`src/ctlp_pkg.sv`:
```
// Constants, field layouts and types for the calibration trigger and
// low-power background calibration controller.
// Assumes a 32-bit AXI4-Lite register bus with word-aligned registers.

package ctlp_pkg;

    // ------------------------------------------------------------------
    // Register indices (byte address is four times the index)
    // ------------------------------------------------------------------
    localparam int          ADDR_W           = 12;
    localparam logic [9:0]  IDX_PIN_CONFIG   = 10'h06B;
    localparam logic [9:0]  IDX_SOFT_TRIGGER = 10'h06C;
    localparam logic [9:0]  IDX_LP_CONTROL   = 10'h06E;
    localparam logic [9:0]  IDX_CAL_CONTROL  = 10'h070;
    localparam logic [9:0]  IDX_CAL_STATUS   = 10'h071;
    localparam logic [9:0]  IDX_IRQ_STATUS   = 10'h072;
    localparam logic [9:0]  IDX_IRQ_CLEAR    = 10'h073;
    localparam logic [9:0]  IDX_IRQ_ENABLE   = 10'h074;

    // ------------------------------------------------------------------
    // Reset values
    // ------------------------------------------------------------------
    localparam logic [7:0]  RST_PIN_CONFIG   = 8'h00;
    localparam logic [7:0]  RST_SOFT_TRIGGER = 8'h01;
    localparam logic [7:0]  RST_LP_CONTROL   = 8'h88;
    localparam logic [7:0]  RST_CAL_CONTROL  = 8'h00;
    localparam logic [3:0]  RST_IRQ_ENABLE   = 4'h0;

    // ------------------------------------------------------------------
    // Field positions
    // ------------------------------------------------------------------
    localparam int          TRIG_SRC_BIT     = 0;
    localparam int          STAT_SEL_LSB     = 1;
    localparam int          STAT_SEL_MSB     = 2;
    localparam int          SOFT_LEVEL_BIT   = 0;
    localparam int          LOW_POWER_CAL_ENABLE_BIT        = 0;
    localparam int          TRIGGERED_SLEEP_MODE_BIT      = 1;
    localparam int          SETTLE_LSB       = 3;
    localparam int          SETTLE_MSB       = 4;
    localparam int          SLEEP_LSB        = 5;
    localparam int          SLEEP_MSB        = 7;
    localparam int          BG_EN_BIT        = 0;
    localparam int          IRQ_W            = 4;

    // ------------------------------------------------------------------
    // Status pin select codes and bus responses
    // ------------------------------------------------------------------
    localparam logic [1:0]  SEL_FOREGROUND_DONE_FLAG      = 2'h0;
    localparam logic [1:0]  SEL_BG_HALTED    = 2'h1;
    localparam logic [1:0]  SEL_ALARM        = 2'h2;
    localparam logic [1:0]  RESP_OKAY        = 2'h0;
    localparam logic [1:0]  RESP_SLVERR      = 2'h2;

    // Interval counts in sample clock periods; 1.1e12 needs 41 bits
    localparam int          CNT_W            = 41;

    typedef struct packed {
        logic alarm;
        logic bg_halted;
        logic foreground_done_flag;
    } ctlp_flags_type;

    typedef enum logic [1:0] {
        ST_IDLE,
        ST_SLEEP,
        ST_SETTLE,
        ST_CAL
    } ctlp_state_type;

endpackage

```
`src/ctlp_interval_timer.sv`:
```
// Down-counting interval timer for sleep and settle intervals.
// Assumes one load pulse per interval; a new load restarts the count.

`timescale 1ns/1ps

module ctlp_interval_timer
#(
    parameter int W = 41
)
(
    input  wire logic         i_clk,
    input  wire logic         i_rst_n,
    input  wire logic         i_load,
    input  wire logic [W-1:0] i_count,
    output logic              o_done
);

    logic [W-1:0] cnt_reg;
    logic         done_reg;

    // ------------------------------------------------------------------
    // Counter
    // ------------------------------------------------------------------
    always_ff @(posedge i_clk or negedge i_rst_n)
    begin
        if (!i_rst_n)
            cnt_reg <= '0;
        else if (i_load)
            cnt_reg <= i_count;
        else if (cnt_reg != '0)
            cnt_reg <= cnt_reg - W'(1);
    end

    // Done flags the last period; a load hides a stale end
    always_ff @(posedge i_clk or negedge i_rst_n)
    begin
        if (!i_rst_n)
            done_reg <= 1'b0;
        else
            done_reg <= !i_load && (cnt_reg == W'(1));
    end

    assign o_done = done_reg;

endmodule // ctlp_interval_timer

```
`src/ctlp_cal_ctrl.sv`:
```
// Calibration trigger selection, status pin routing and low-power
// background calibration sequencing, with an AXI4-Lite register slave.
// Assumes flags and core handshake come from the calibration engine,
// synchronous to i_clk; the trigger pin is asynchronous.
//
// Overview of operation
// Select code routes chosen flag to status pin
// Select 0: software bit drives trigger
// Select 1: external pin drives trigger
// Software bit mimics pin level, resets high
// Unused trigger: select 0, software bit 1
// Reserved bits written only with zero
// Sleep code sets autonomous sleep interval length
// Sleep codes below four not advised
// Settle code sets wait before calibration
// Settle code zero not advised
// Mode 0: timed autonomous sleep
// Mode 1: sleep while trigger high
// Low-power enable needs background enable, resets 0
// Foreground done flag shown when complete
// Halted flag follows background stop and resume
// Background enable gates all low-power activity
// Pin synchronised; sleep code 7 acts as 6

`timescale 1ns/1ps

module ctlp_cal_ctrl
    import ctlp_pkg::*;
#(
    parameter logic [40:0] SLEEP_CNT_0  = 41'd1152,
    parameter logic [40:0] SLEEP_CNT_1  = 41'd4194432,
    parameter logic [40:0] SLEEP_CNT_2  = 41'd33554560,
    parameter logic [40:0] SLEEP_CNT_3  = 41'd268435584,
    parameter logic [40:0] SLEEP_CNT_4  = 41'd2147483776,
    parameter logic [40:0] SLEEP_CNT_5  = 41'd17179869312,
    parameter logic [40:0] SLEEP_CNT_6  = 41'd1099511627904,
    parameter logic [40:0] SETTLE_CNT_0 = 41'd1152,
    parameter logic [40:0] SETTLE_CNT_1 = 41'd33554560,
    parameter logic [40:0] SETTLE_CNT_2 = 41'd268435584,
    parameter logic [40:0] SETTLE_CNT_3 = 41'd2147483776
)
(
    input  wire logic                     i_clk,
    input  wire logic                     i_rst_n,
    // AXI4-Lite slave
    input  wire logic [ctlp_pkg::ADDR_W-1:0] i_awaddr,
    input  wire logic                     i_awvalid,
    output logic                          o_awready,
    input  wire logic [31:0]              i_wdata,
    input  wire logic [3:0]               i_wstrb,
    input  wire logic                     i_wvalid,
    output logic                          o_wready,
    output logic [1:0]                    o_bresp,
    output logic                          o_bvalid,
    input  wire logic                     i_bready,
    input  wire logic [ctlp_pkg::ADDR_W-1:0] i_araddr,
    input  wire logic                     i_arvalid,
    output logic                          o_arready,
    output logic [31:0]                   o_rdata,
    output logic [1:0]                    o_rresp,
    output logic                          o_rvalid,
    input  wire logic                     i_rready,
    // Pins and calibration engine
    input  wire logic                     i_external_trigger_pin,
    input  wire ctlp_pkg::ctlp_flags_type i_flags,
    input  wire logic                     i_core_cal_done,
    output logic                          o_cal_status_pin,
    output logic                          o_cal_trigger,
    output logic                          o_core_sleep,
    output logic                          o_cal_start,
    output logic                          o_irq
);

    import ctlp_pkg::*;

    // ------------------------------------------------------------------
    // Declarations
    // ------------------------------------------------------------------
    logic [7:0]       pin_config_reg;
    logic [7:0]       soft_trigger_reg;
    logic [7:0]       lp_control_reg;
    logic [7:0]       cal_control_reg;
    logic [IRQ_W-1:0] irq_status_reg;
    logic [IRQ_W-1:0] irq_enable_reg;
    logic [IRQ_W-1:0] irq_clear;
    logic [IRQ_W-1:0] irq_event;
    logic             trig_meta_reg;
    logic             trig_sync_reg;
    logic             trig_sel;
    ctlp_flags_type   flags_prev_reg;
    ctlp_state_type   state_reg;
    logic             tmr_load_reg;
    logic [CNT_W-1:0] tmr_count_reg;
    logic             tmr_done;
    logic             lp_active;
    logic             trig_mode;
    logic [ADDR_W-1:0] aw_addr_reg;
    logic [31:0]      w_data_reg;
    logic [3:0]       w_strb_reg;
    logic             aw_got_reg;
    logic             w_got_reg;
    logic             do_write;
    logic [31:0]      rd_value;
    logic [1:0]       rd_resp;

    // ------------------------------------------------------------------
    // Decode helpers
    // ------------------------------------------------------------------
    function automatic logic hit(input logic [ADDR_W-1:0] addr,
                                 input logic [9:0]        idx);
        return addr[ADDR_W-1:2] == idx;
    endfunction

    function automatic logic [CNT_W-1:0] sleep_count(input logic [2:0] c);
        case (c)
            3'h0:    return SLEEP_CNT_0;
            3'h1:    return SLEEP_CNT_1;
            3'h2:    return SLEEP_CNT_2;
            3'h3:    return SLEEP_CNT_3;
            3'h4:    return SLEEP_CNT_4;
            3'h5:    return SLEEP_CNT_5;
            default: return SLEEP_CNT_6;
        endcase
    endfunction

    function automatic logic [CNT_W-1:0] settle_count(input logic [1:0] c);
        case (c)
            2'h0:    return SETTLE_CNT_0;
            2'h1:    return SETTLE_CNT_1;
            2'h2:    return SETTLE_CNT_2;
            default: return SETTLE_CNT_3;
        endcase
    endfunction

    // ------------------------------------------------------------------
    // Write channel
    // ------------------------------------------------------------------
    assign do_write = aw_got_reg && w_got_reg && !o_bvalid;

    always_ff @(posedge i_clk or negedge i_rst_n)
    begin
        if (!i_rst_n)
        begin
            o_awready   <= 1'b1;
            o_wready    <= 1'b1;
            aw_got_reg  <= 1'b0;
            w_got_reg   <= 1'b0;
            aw_addr_reg <= '0;
            w_data_reg  <= '0;
            w_strb_reg  <= '0;
            o_bvalid    <= 1'b0;
            o_bresp     <= RESP_OKAY;
        end
        else
        begin
            if (i_awvalid && o_awready)
            begin
                aw_addr_reg <= i_awaddr;
                aw_got_reg  <= 1'b1;
                o_awready   <= 1'b0;
            end
            if (i_wvalid && o_wready)
            begin
                w_data_reg <= i_wdata;
                w_strb_reg <= i_wstrb;
                w_got_reg  <= 1'b1;
                o_wready   <= 1'b0;
            end
            if (do_write)
            begin
                o_bvalid <= 1'b1;
                if (hit(aw_addr_reg, IDX_PIN_CONFIG)
                    || hit(aw_addr_reg, IDX_SOFT_TRIGGER)
                    || hit(aw_addr_reg, IDX_LP_CONTROL)
                    || hit(aw_addr_reg, IDX_CAL_CONTROL)
                    || hit(aw_addr_reg, IDX_IRQ_CLEAR)
                    || hit(aw_addr_reg, IDX_IRQ_ENABLE))
                    o_bresp <= RESP_OKAY;
                else
                    o_bresp <= RESP_SLVERR;
            end
            else if (o_bvalid && i_bready)
            begin
                o_bvalid   <= 1'b0;
                aw_got_reg <= 1'b0;
                w_got_reg  <= 1'b0;
                o_awready  <= 1'b1;
                o_wready   <= 1'b1;
            end
        end
    end

    // Reserved bits are stored as written; software keeps them zero
    always_ff @(posedge i_clk or negedge i_rst_n)
    begin
        if (!i_rst_n)
        begin
            pin_config_reg   <= RST_PIN_CONFIG;
            soft_trigger_reg <= RST_SOFT_TRIGGER;
            lp_control_reg   <= RST_LP_CONTROL;
            cal_control_reg  <= RST_CAL_CONTROL;
            irq_enable_reg   <= RST_IRQ_ENABLE;
        end
        else if (do_write && w_strb_reg[0])
        begin
            if (hit(aw_addr_reg, IDX_PIN_CONFIG))
                pin_config_reg <= w_data_reg[7:0];
            else if (hit(aw_addr_reg, IDX_SOFT_TRIGGER))
                soft_trigger_reg <= w_data_reg[7:0];
            else if (hit(aw_addr_reg, IDX_LP_CONTROL))
                lp_control_reg <= w_data_reg[7:0];
            else if (hit(aw_addr_reg, IDX_CAL_CONTROL))
                cal_control_reg <= w_data_reg[7:0];
            else if (hit(aw_addr_reg, IDX_IRQ_ENABLE))
                irq_enable_reg <= w_data_reg[IRQ_W-1:0];
        end
    end

    assign irq_clear = (do_write && w_strb_reg[0]
                        && hit(aw_addr_reg, IDX_IRQ_CLEAR))
                       ? w_data_reg[IRQ_W-1:0] : '0;

    // ------------------------------------------------------------------
    // Read channel
    // ------------------------------------------------------------------
    always_comb
    begin
        rd_value = '0;
        rd_resp  = RESP_OKAY;
        if (hit(i_araddr, IDX_PIN_CONFIG))
            rd_value[7:0] = pin_config_reg;
        else if (hit(i_araddr, IDX_SOFT_TRIGGER))
            rd_value[7:0] = soft_trigger_reg;
        else if (hit(i_araddr, IDX_LP_CONTROL))
            rd_value[7:0] = lp_control_reg;
        else if (hit(i_araddr, IDX_CAL_CONTROL))
            rd_value[7:0] = cal_control_reg;
        else if (hit(i_araddr, IDX_CAL_STATUS))
            rd_value[7:0] = {1'b0, o_cal_trigger, o_core_sleep, state_reg,
                             i_flags};
        else if (hit(i_araddr, IDX_IRQ_STATUS))
            rd_value[IRQ_W-1:0] = irq_status_reg;
        else if (hit(i_araddr, IDX_IRQ_ENABLE))
            rd_value[IRQ_W-1:0] = irq_enable_reg;
        else if (!hit(i_araddr, IDX_IRQ_CLEAR))
            rd_resp = RESP_SLVERR;
    end

    always_ff @(posedge i_clk or negedge i_rst_n)
    begin
        if (!i_rst_n)
        begin
            o_arready <= 1'b1;
            o_rvalid  <= 1'b0;
            o_rdata   <= '0;
            o_rresp   <= RESP_OKAY;
        end
        else if (i_arvalid && o_arready)
        begin
            o_arready <= 1'b0;
            o_rvalid  <= 1'b1;
            o_rdata   <= rd_value;
            o_rresp   <= rd_resp;
        end
        else if (o_rvalid && i_rready)
        begin
            o_rvalid  <= 1'b0;
            o_arready <= 1'b1;
        end
    end

    // ------------------------------------------------------------------
    // Trigger selection and status pin
    // ------------------------------------------------------------------
    // Two stages: the pin has no relation to i_clk
    always_ff @(posedge i_clk or negedge i_rst_n)
    begin
        if (!i_rst_n)
        begin
            trig_meta_reg <= 1'b0;
            trig_sync_reg <= 1'b0;
        end
        else
        begin
            trig_meta_reg <= i_external_trigger_pin;
            trig_sync_reg <= trig_meta_reg;
        end
    end

    assign trig_sel = pin_config_reg[TRIG_SRC_BIT]
                      ? trig_sync_reg
                      : soft_trigger_reg[SOFT_LEVEL_BIT];

    always_ff @(posedge i_clk or negedge i_rst_n)
    begin
        if (!i_rst_n)
        begin
            o_cal_trigger    <= 1'b0;
            o_cal_status_pin <= 1'b0;
        end
        else
        begin
            o_cal_trigger <= trig_sel;
            case (pin_config_reg[STAT_SEL_MSB:STAT_SEL_LSB])
                SEL_FOREGROUND_DONE_FLAG:   o_cal_status_pin <= i_flags.foreground_done_flag;
                SEL_BG_HALTED: o_cal_status_pin <= i_flags.bg_halted;
                SEL_ALARM:     o_cal_status_pin <= i_flags.alarm;
                default:       o_cal_status_pin <= 1'b0;
            endcase
        end
    end

    // ------------------------------------------------------------------
    // Low-power sequencer
    // ------------------------------------------------------------------
    assign lp_active = cal_control_reg[BG_EN_BIT]
                       && lp_control_reg[LOW_POWER_CAL_ENABLE_BIT];
    assign trig_mode = lp_control_reg[TRIGGERED_SLEEP_MODE_BIT];

    ctlp_interval_timer #(.W(CNT_W)) u_timer
    (
        .i_clk   (i_clk),
        .i_rst_n (i_rst_n),
        .i_load  (tmr_load_reg),
        .i_count (tmr_count_reg),
        .o_done  (tmr_done)
    );

    // Triggered mode uses the selected trigger, unsynced soft bit included
    always_ff @(posedge i_clk or negedge i_rst_n)
    begin
        if (!i_rst_n)
        begin
            state_reg     <= ST_IDLE;
            tmr_load_reg  <= 1'b0;
            tmr_count_reg <= '0;
            o_cal_start   <= 1'b0;
        end
        else
        begin
            tmr_load_reg <= 1'b0;
            o_cal_start  <= 1'b0;
            if (!lp_active)
                state_reg <= ST_IDLE;
            else
                case (state_reg)
                    ST_IDLE, ST_CAL:
                        if (state_reg == ST_IDLE || i_core_cal_done)
                        begin
                            state_reg     <= ST_SLEEP;
                            tmr_load_reg  <= !trig_mode;
                            tmr_count_reg <= sleep_count(
                                lp_control_reg[SLEEP_MSB:SLEEP_LSB]);
                        end
                    ST_SLEEP:
                        if (trig_mode ? !trig_sel : tmr_done)
                        begin
                            state_reg     <= ST_SETTLE;
                            tmr_load_reg  <= 1'b1;
                            tmr_count_reg <= settle_count(
                                lp_control_reg[SETTLE_MSB:SETTLE_LSB]);
                        end
                    ST_SETTLE:
                        if (tmr_done)
                        begin
                            state_reg   <= ST_CAL;
                            o_cal_start <= 1'b1;
                        end
                    default:
                        state_reg <= ST_IDLE;
                endcase
        end
    end

    always_ff @(posedge i_clk or negedge i_rst_n)
    begin
        if (!i_rst_n)
            o_core_sleep <= 1'b0;
        else
            o_core_sleep <= lp_active && (state_reg == ST_SLEEP);
    end

    // ------------------------------------------------------------------
    // Interrupts
    // ------------------------------------------------------------------
    always_ff @(posedge i_clk or negedge i_rst_n)
    begin
        if (!i_rst_n)
            flags_prev_reg <= '0;
        else
            flags_prev_reg <= i_flags;
    end

    assign irq_event = {o_cal_start,
                        i_flags & ~flags_prev_reg};

    // Set wins over a clear in the same cycle
    always_ff @(posedge i_clk or negedge i_rst_n)
    begin
        if (!i_rst_n)
        begin
            irq_status_reg <= '0;
            o_irq          <= 1'b0;
        end
        else
        begin
            irq_status_reg <= (irq_status_reg & ~irq_clear) | irq_event;
            o_irq          <= |(irq_status_reg & irq_enable_reg);
        end
    end
endmodule // ctlp_cal_ctrl

```
`config.mk`:
```
export PLATFORM = sky130hd
export DESIGN_NAME = ctlp_cal_ctrl
export DESIGN_NICKNAME = d
export VERILOG_FILES = /design/src/ctlp_pkg.sv /design/src/ctlp_interval_timer.sv /design/src/ctlp_cal_ctrl.sv
export SDC_FILE = /design/constraint.sdc
export NUM_CORES = 1
export LEC_CHECK = 0
export ABC_AREA = 1
export BUFFER_PORTS_ARGS = -buffer_cell sky130_fd_sc_hd__buf_4
export CAP_MARGIN = 25
export CORE_ASPECT_RATIO = 0.8
export CORE_UTILIZATION = 35
export CTS_BUF_LIST = sky130_fd_sc_hd__clkbuf_8
export DETAILED_ROUTE_END_ITERATION = 6
export PLACE_DENSITY = 0.55
export SKIP_CTS_REPAIR_TIMING = 1
export SLEW_MARGIN = 20
export SYNTH_ARGS = -nofsm -noshare
export SYNTH_HDL_FRONTEND = slang
export SYNTH_SLANG_ARGS = --single-unit
```
`constraint.sdc`:
```
create_clock -name i_clk -period 2.3 [get_ports i_clk]
set_clock_uncertainty 0.2 [all_clocks]
set_input_delay 0.23 -clock i_clk [delete_from_list [all_inputs] [get_ports i_clk]]
set_output_delay 0.23 -clock i_clk [all_outputs]
set_load 0.03 [all_outputs]
```
==> flow_metrics.py <==
metrics = {
    "global_routing": {
        "gr-usage-met2_pct": 26.3,
        "overflow": 0,
        "grt_pass1_vias": 5861,
        "grt_start_max_net_pins": 53,
        "use_met3_pct": 3.26,
        "antenna_found_initial": 0,
        "grt_pass1_wl_um": 30100,
        "use_met1_pct": 25.7,
        "track_usage_pct": 17.6,
        "grt-busiest-layer": "met2",
    },
    "cells_and_area": {
        "fin_nets": 1151,
        "final-seq-area_sq_mm": 0.00349,
        "drive_above_1_share_pct": 16.0,
        "fin_cells": 1354,
        "antenna_cells": 0,
        "multiInputGateArea_sq_mm": 0.00342,
        "final_cell_area_sq_mm": 0.00893,
        "fillerInstances": 2153,
        "largest_reg_flops": 41,
        "layout_commonest_cell": "nand2_1",
        "area_delta_synth_final_pct": 19.2,
        "layout_common_cells": "nand2_1 (261), dfrtp_1 (133), nor2_1 (123)",
    },
    "logic_synthesis": {
        "synthCells": 965,
        "synth.avg_cell_area_sq_um": 7.76,
        "ys_seq_area_share_pct": 46.5,
        "synthFlopType": "dfrtp_1",
        "synthesis.area_sq_mm": 0.00749,
        "synth_top_cell_by_area": "dfrtp_1",
        "synth_top_area_share_pct": 44.4,
        "yosys_warnings": 0,
        "synth-seq-cells": 139,
        "ys_top_cells_by_area": "dfrtp_1 (44%), nand2_1 (13%), nor2_1 (6.2%)",
        "async_flop_share_pct": 100,
        "synth-edff-count": 0,
        "yosysUniqueCellTypes": 47,
    },
    "power": {
        "power_frac_clock_pct": 33.4,
        "p_leak_nw": 4.16,
        "p_per_area_mw_per_mm2": 669,
        "pwr-share-seq_pct": 48.1,
        "switching_share_pct": 33.8,
        "irDropWorstVdd_mv": 0.465,
        "power_mw": 5.97,
        "power.switching_mw": 2.02,
        "p_int_mw": 3.95,
        "p_comb_share_pct": 18.5,
    },
    "sta": {
        "grt_setup_unrepaired": "false",
        "period_minus_slack_ns": 2.06,
        "slew_viol_final": 0,
        "finalSetupTns_ns": 0,
        "tightestPinTransition_ns": 0.659,
        "fmax_mhz": 485,
        "fin_crit_sh_pct": 89.7,
        "max-slew-margin-rel_pct": 56.0,
        "hold_viol": 0,
        "setup_viol": 0,
    },
    "floorplan": {
        "core_area_sq_mm": 0.0208,
        "fp.dieW_um": 166,
        "die_y_um": 133,
        "dieArea_sq_mm": 0.0220,
        "rows": 47,
        "pin_count": 118,
        "start_util_pct": 36.0,
    },
    "detailed_routing": {
        "drt_iter0_markers": 446,
        "viasPerCell": 4.70,
        "drt_first_pass_iters": 7,
        "drc": 8,
        "drt-total-wl_um": 18300,
        "ant_nets": 0,
        "vias": 6370,
        "wl_per_cell_um": 13.5,
    },
    "setup_path": {
        "critPathLaunchType": "flop",
        "crit_required_ns": 2.49,
        "end_kind": "flop",
        "reg2reg_from": "u_timer.cnt_reg[0]$_DFFE_PN0P_",
        "cp.arrival_ns": 2.25,
        "worst-setup-path-type": "reg -> reg",
        "startpoint": "u_timer.cnt_reg[0]$_DFFE_PN0P_",
        "worstPathMaxFanout": 5,
    },
    "run": {
        "maxCapViolCount": 0,
    },
    "clocking": {
        "cts_tree": "done",
        "max-clock-path-buffers": 2,
        "cts-htree-levels": 4,
        "cts_root_buffer": "clkbuf_8",
        "clock-sinks": 139,
        "cts_buffers": 17,
        "clkTransAtPathRegs_ns": 0.08,
        "clk_latency_ns": 0.45,
    },
    "placed_design": {
        "place_area_sq_mm": 0.00823,
        "dpl.hpwl_um": 13500,
        "gp_congestion": 0.908,
        "placed_cells": 1292,
        "io_buffer_count": 60,
    },
    "status": {
        "status": "complete, but fails checks",
        "violations": "design-rule violations",
    },
    "hold_path": {
        "hold_path_class": "in -> async",
    },
}
## per-layer routing
metal / up-vias / share of wire, %
li1: 3249 / -
met4: 0 / 0.99
met3: 14 / 3.4
met5: - / 0
met2: 115 / 44
met1: 2992 / 51
## final timing paths
kind,end,slack (ns),cells past startpoint
max,u_timer.cnt_reg[34]$_DFFE_PN0P_,0.24,10
min,u_timer.cnt_reg[5]$_DFFE_PN0P_,0.08,2
max reg2reg,u_timer.cnt_reg[34]$_DFFE_PN0P_,0.24,10
min reg2reg,trig_sync_reg$_DFF_PN0_,0.16,0
max in group asynchronous,o_wready$_DFF_PN1_,1.14,3
min in group i_clk,tmr_load_reg$_DFF_PN0_,0.11,4
## cell families after synthesis
family,count (synthesis),synth area share (%)
AOI/OAI and AO/OA,105,7.65
xor gates and xnor gates,22,2.57
adders and majority gates,7,1.17
buffers and inverters,148,9.10
DFF,139,46.5
other,1,0.0501
and+or+nand+nor,543,32.9
## per-stage QoR
| stage | hold WS, ns | util, % | worst slack, ns |
|---|---|---|---|
| 6_report | 0.0772 | 42.9 | 0.237 |
| 5_1_grt | 0.108 | 42.9 | 0.00931 |
| 4_1_cts | -0.503 | 41.4 | 0.240 |
| 3_5_place_dp | -0.00449 | 39.6 | 0.251 |
| 3_3_place_gp | 0.000364 | 39.6 | 0.297 |
| 2_1_floorplan | -0.266 | - | 0.411 |
## area by class of cell
class,count,area share (%)
multi-input combinational,703,38.3
timing repair buffer,105,9.99
clock buffer,17,2.62
inverter,106,4.51
sequential,139,39.1
clock inverter,15,1.77
tap,269,3.77
## cell usage after synthesis (6+ instances only)
cell type,count
buf_4,26
ha_1,7
nor2_1,123
nor3_2,12
nand3_1,47
xor2_1,12
o21ai_0,74
dfrtp_1,133
inv_1,101
dfstp_2,6
buf_2,6
nand4_1,30
nor3_1,21
xnor2_1,10
or2_2,10
a21oi_1,9
nand2_1,261
clkbuf_1,8
nor2_2,20
## worst max-delay path, cell delays in order, from the launching register on
cell and delay (ns):
dfrtp_1 0.43, inv_1 0.15, ha_1 0.19, inv_1 0.08, nor2_2 0.25, nand2_1 0.12, nor2_1 0.22, inv_1 0.06
o21bai_1 0.13, nand3_1 0.09, nand2_1 0.08
## power by group through the flow
stage                     Combinational, mW  Sequential [mW]  Clock (mW)
after floorplan                       0.610             2.98           0
after global placement                 1.05             2.92           0
after detailed placement               1.06             2.92           0
after CTS                              1.06             2.87        2.07
after global routing                   1.25             2.91        2.16
final                                  1.10             2.87        2.00
(Power assumes the default switching activity.)
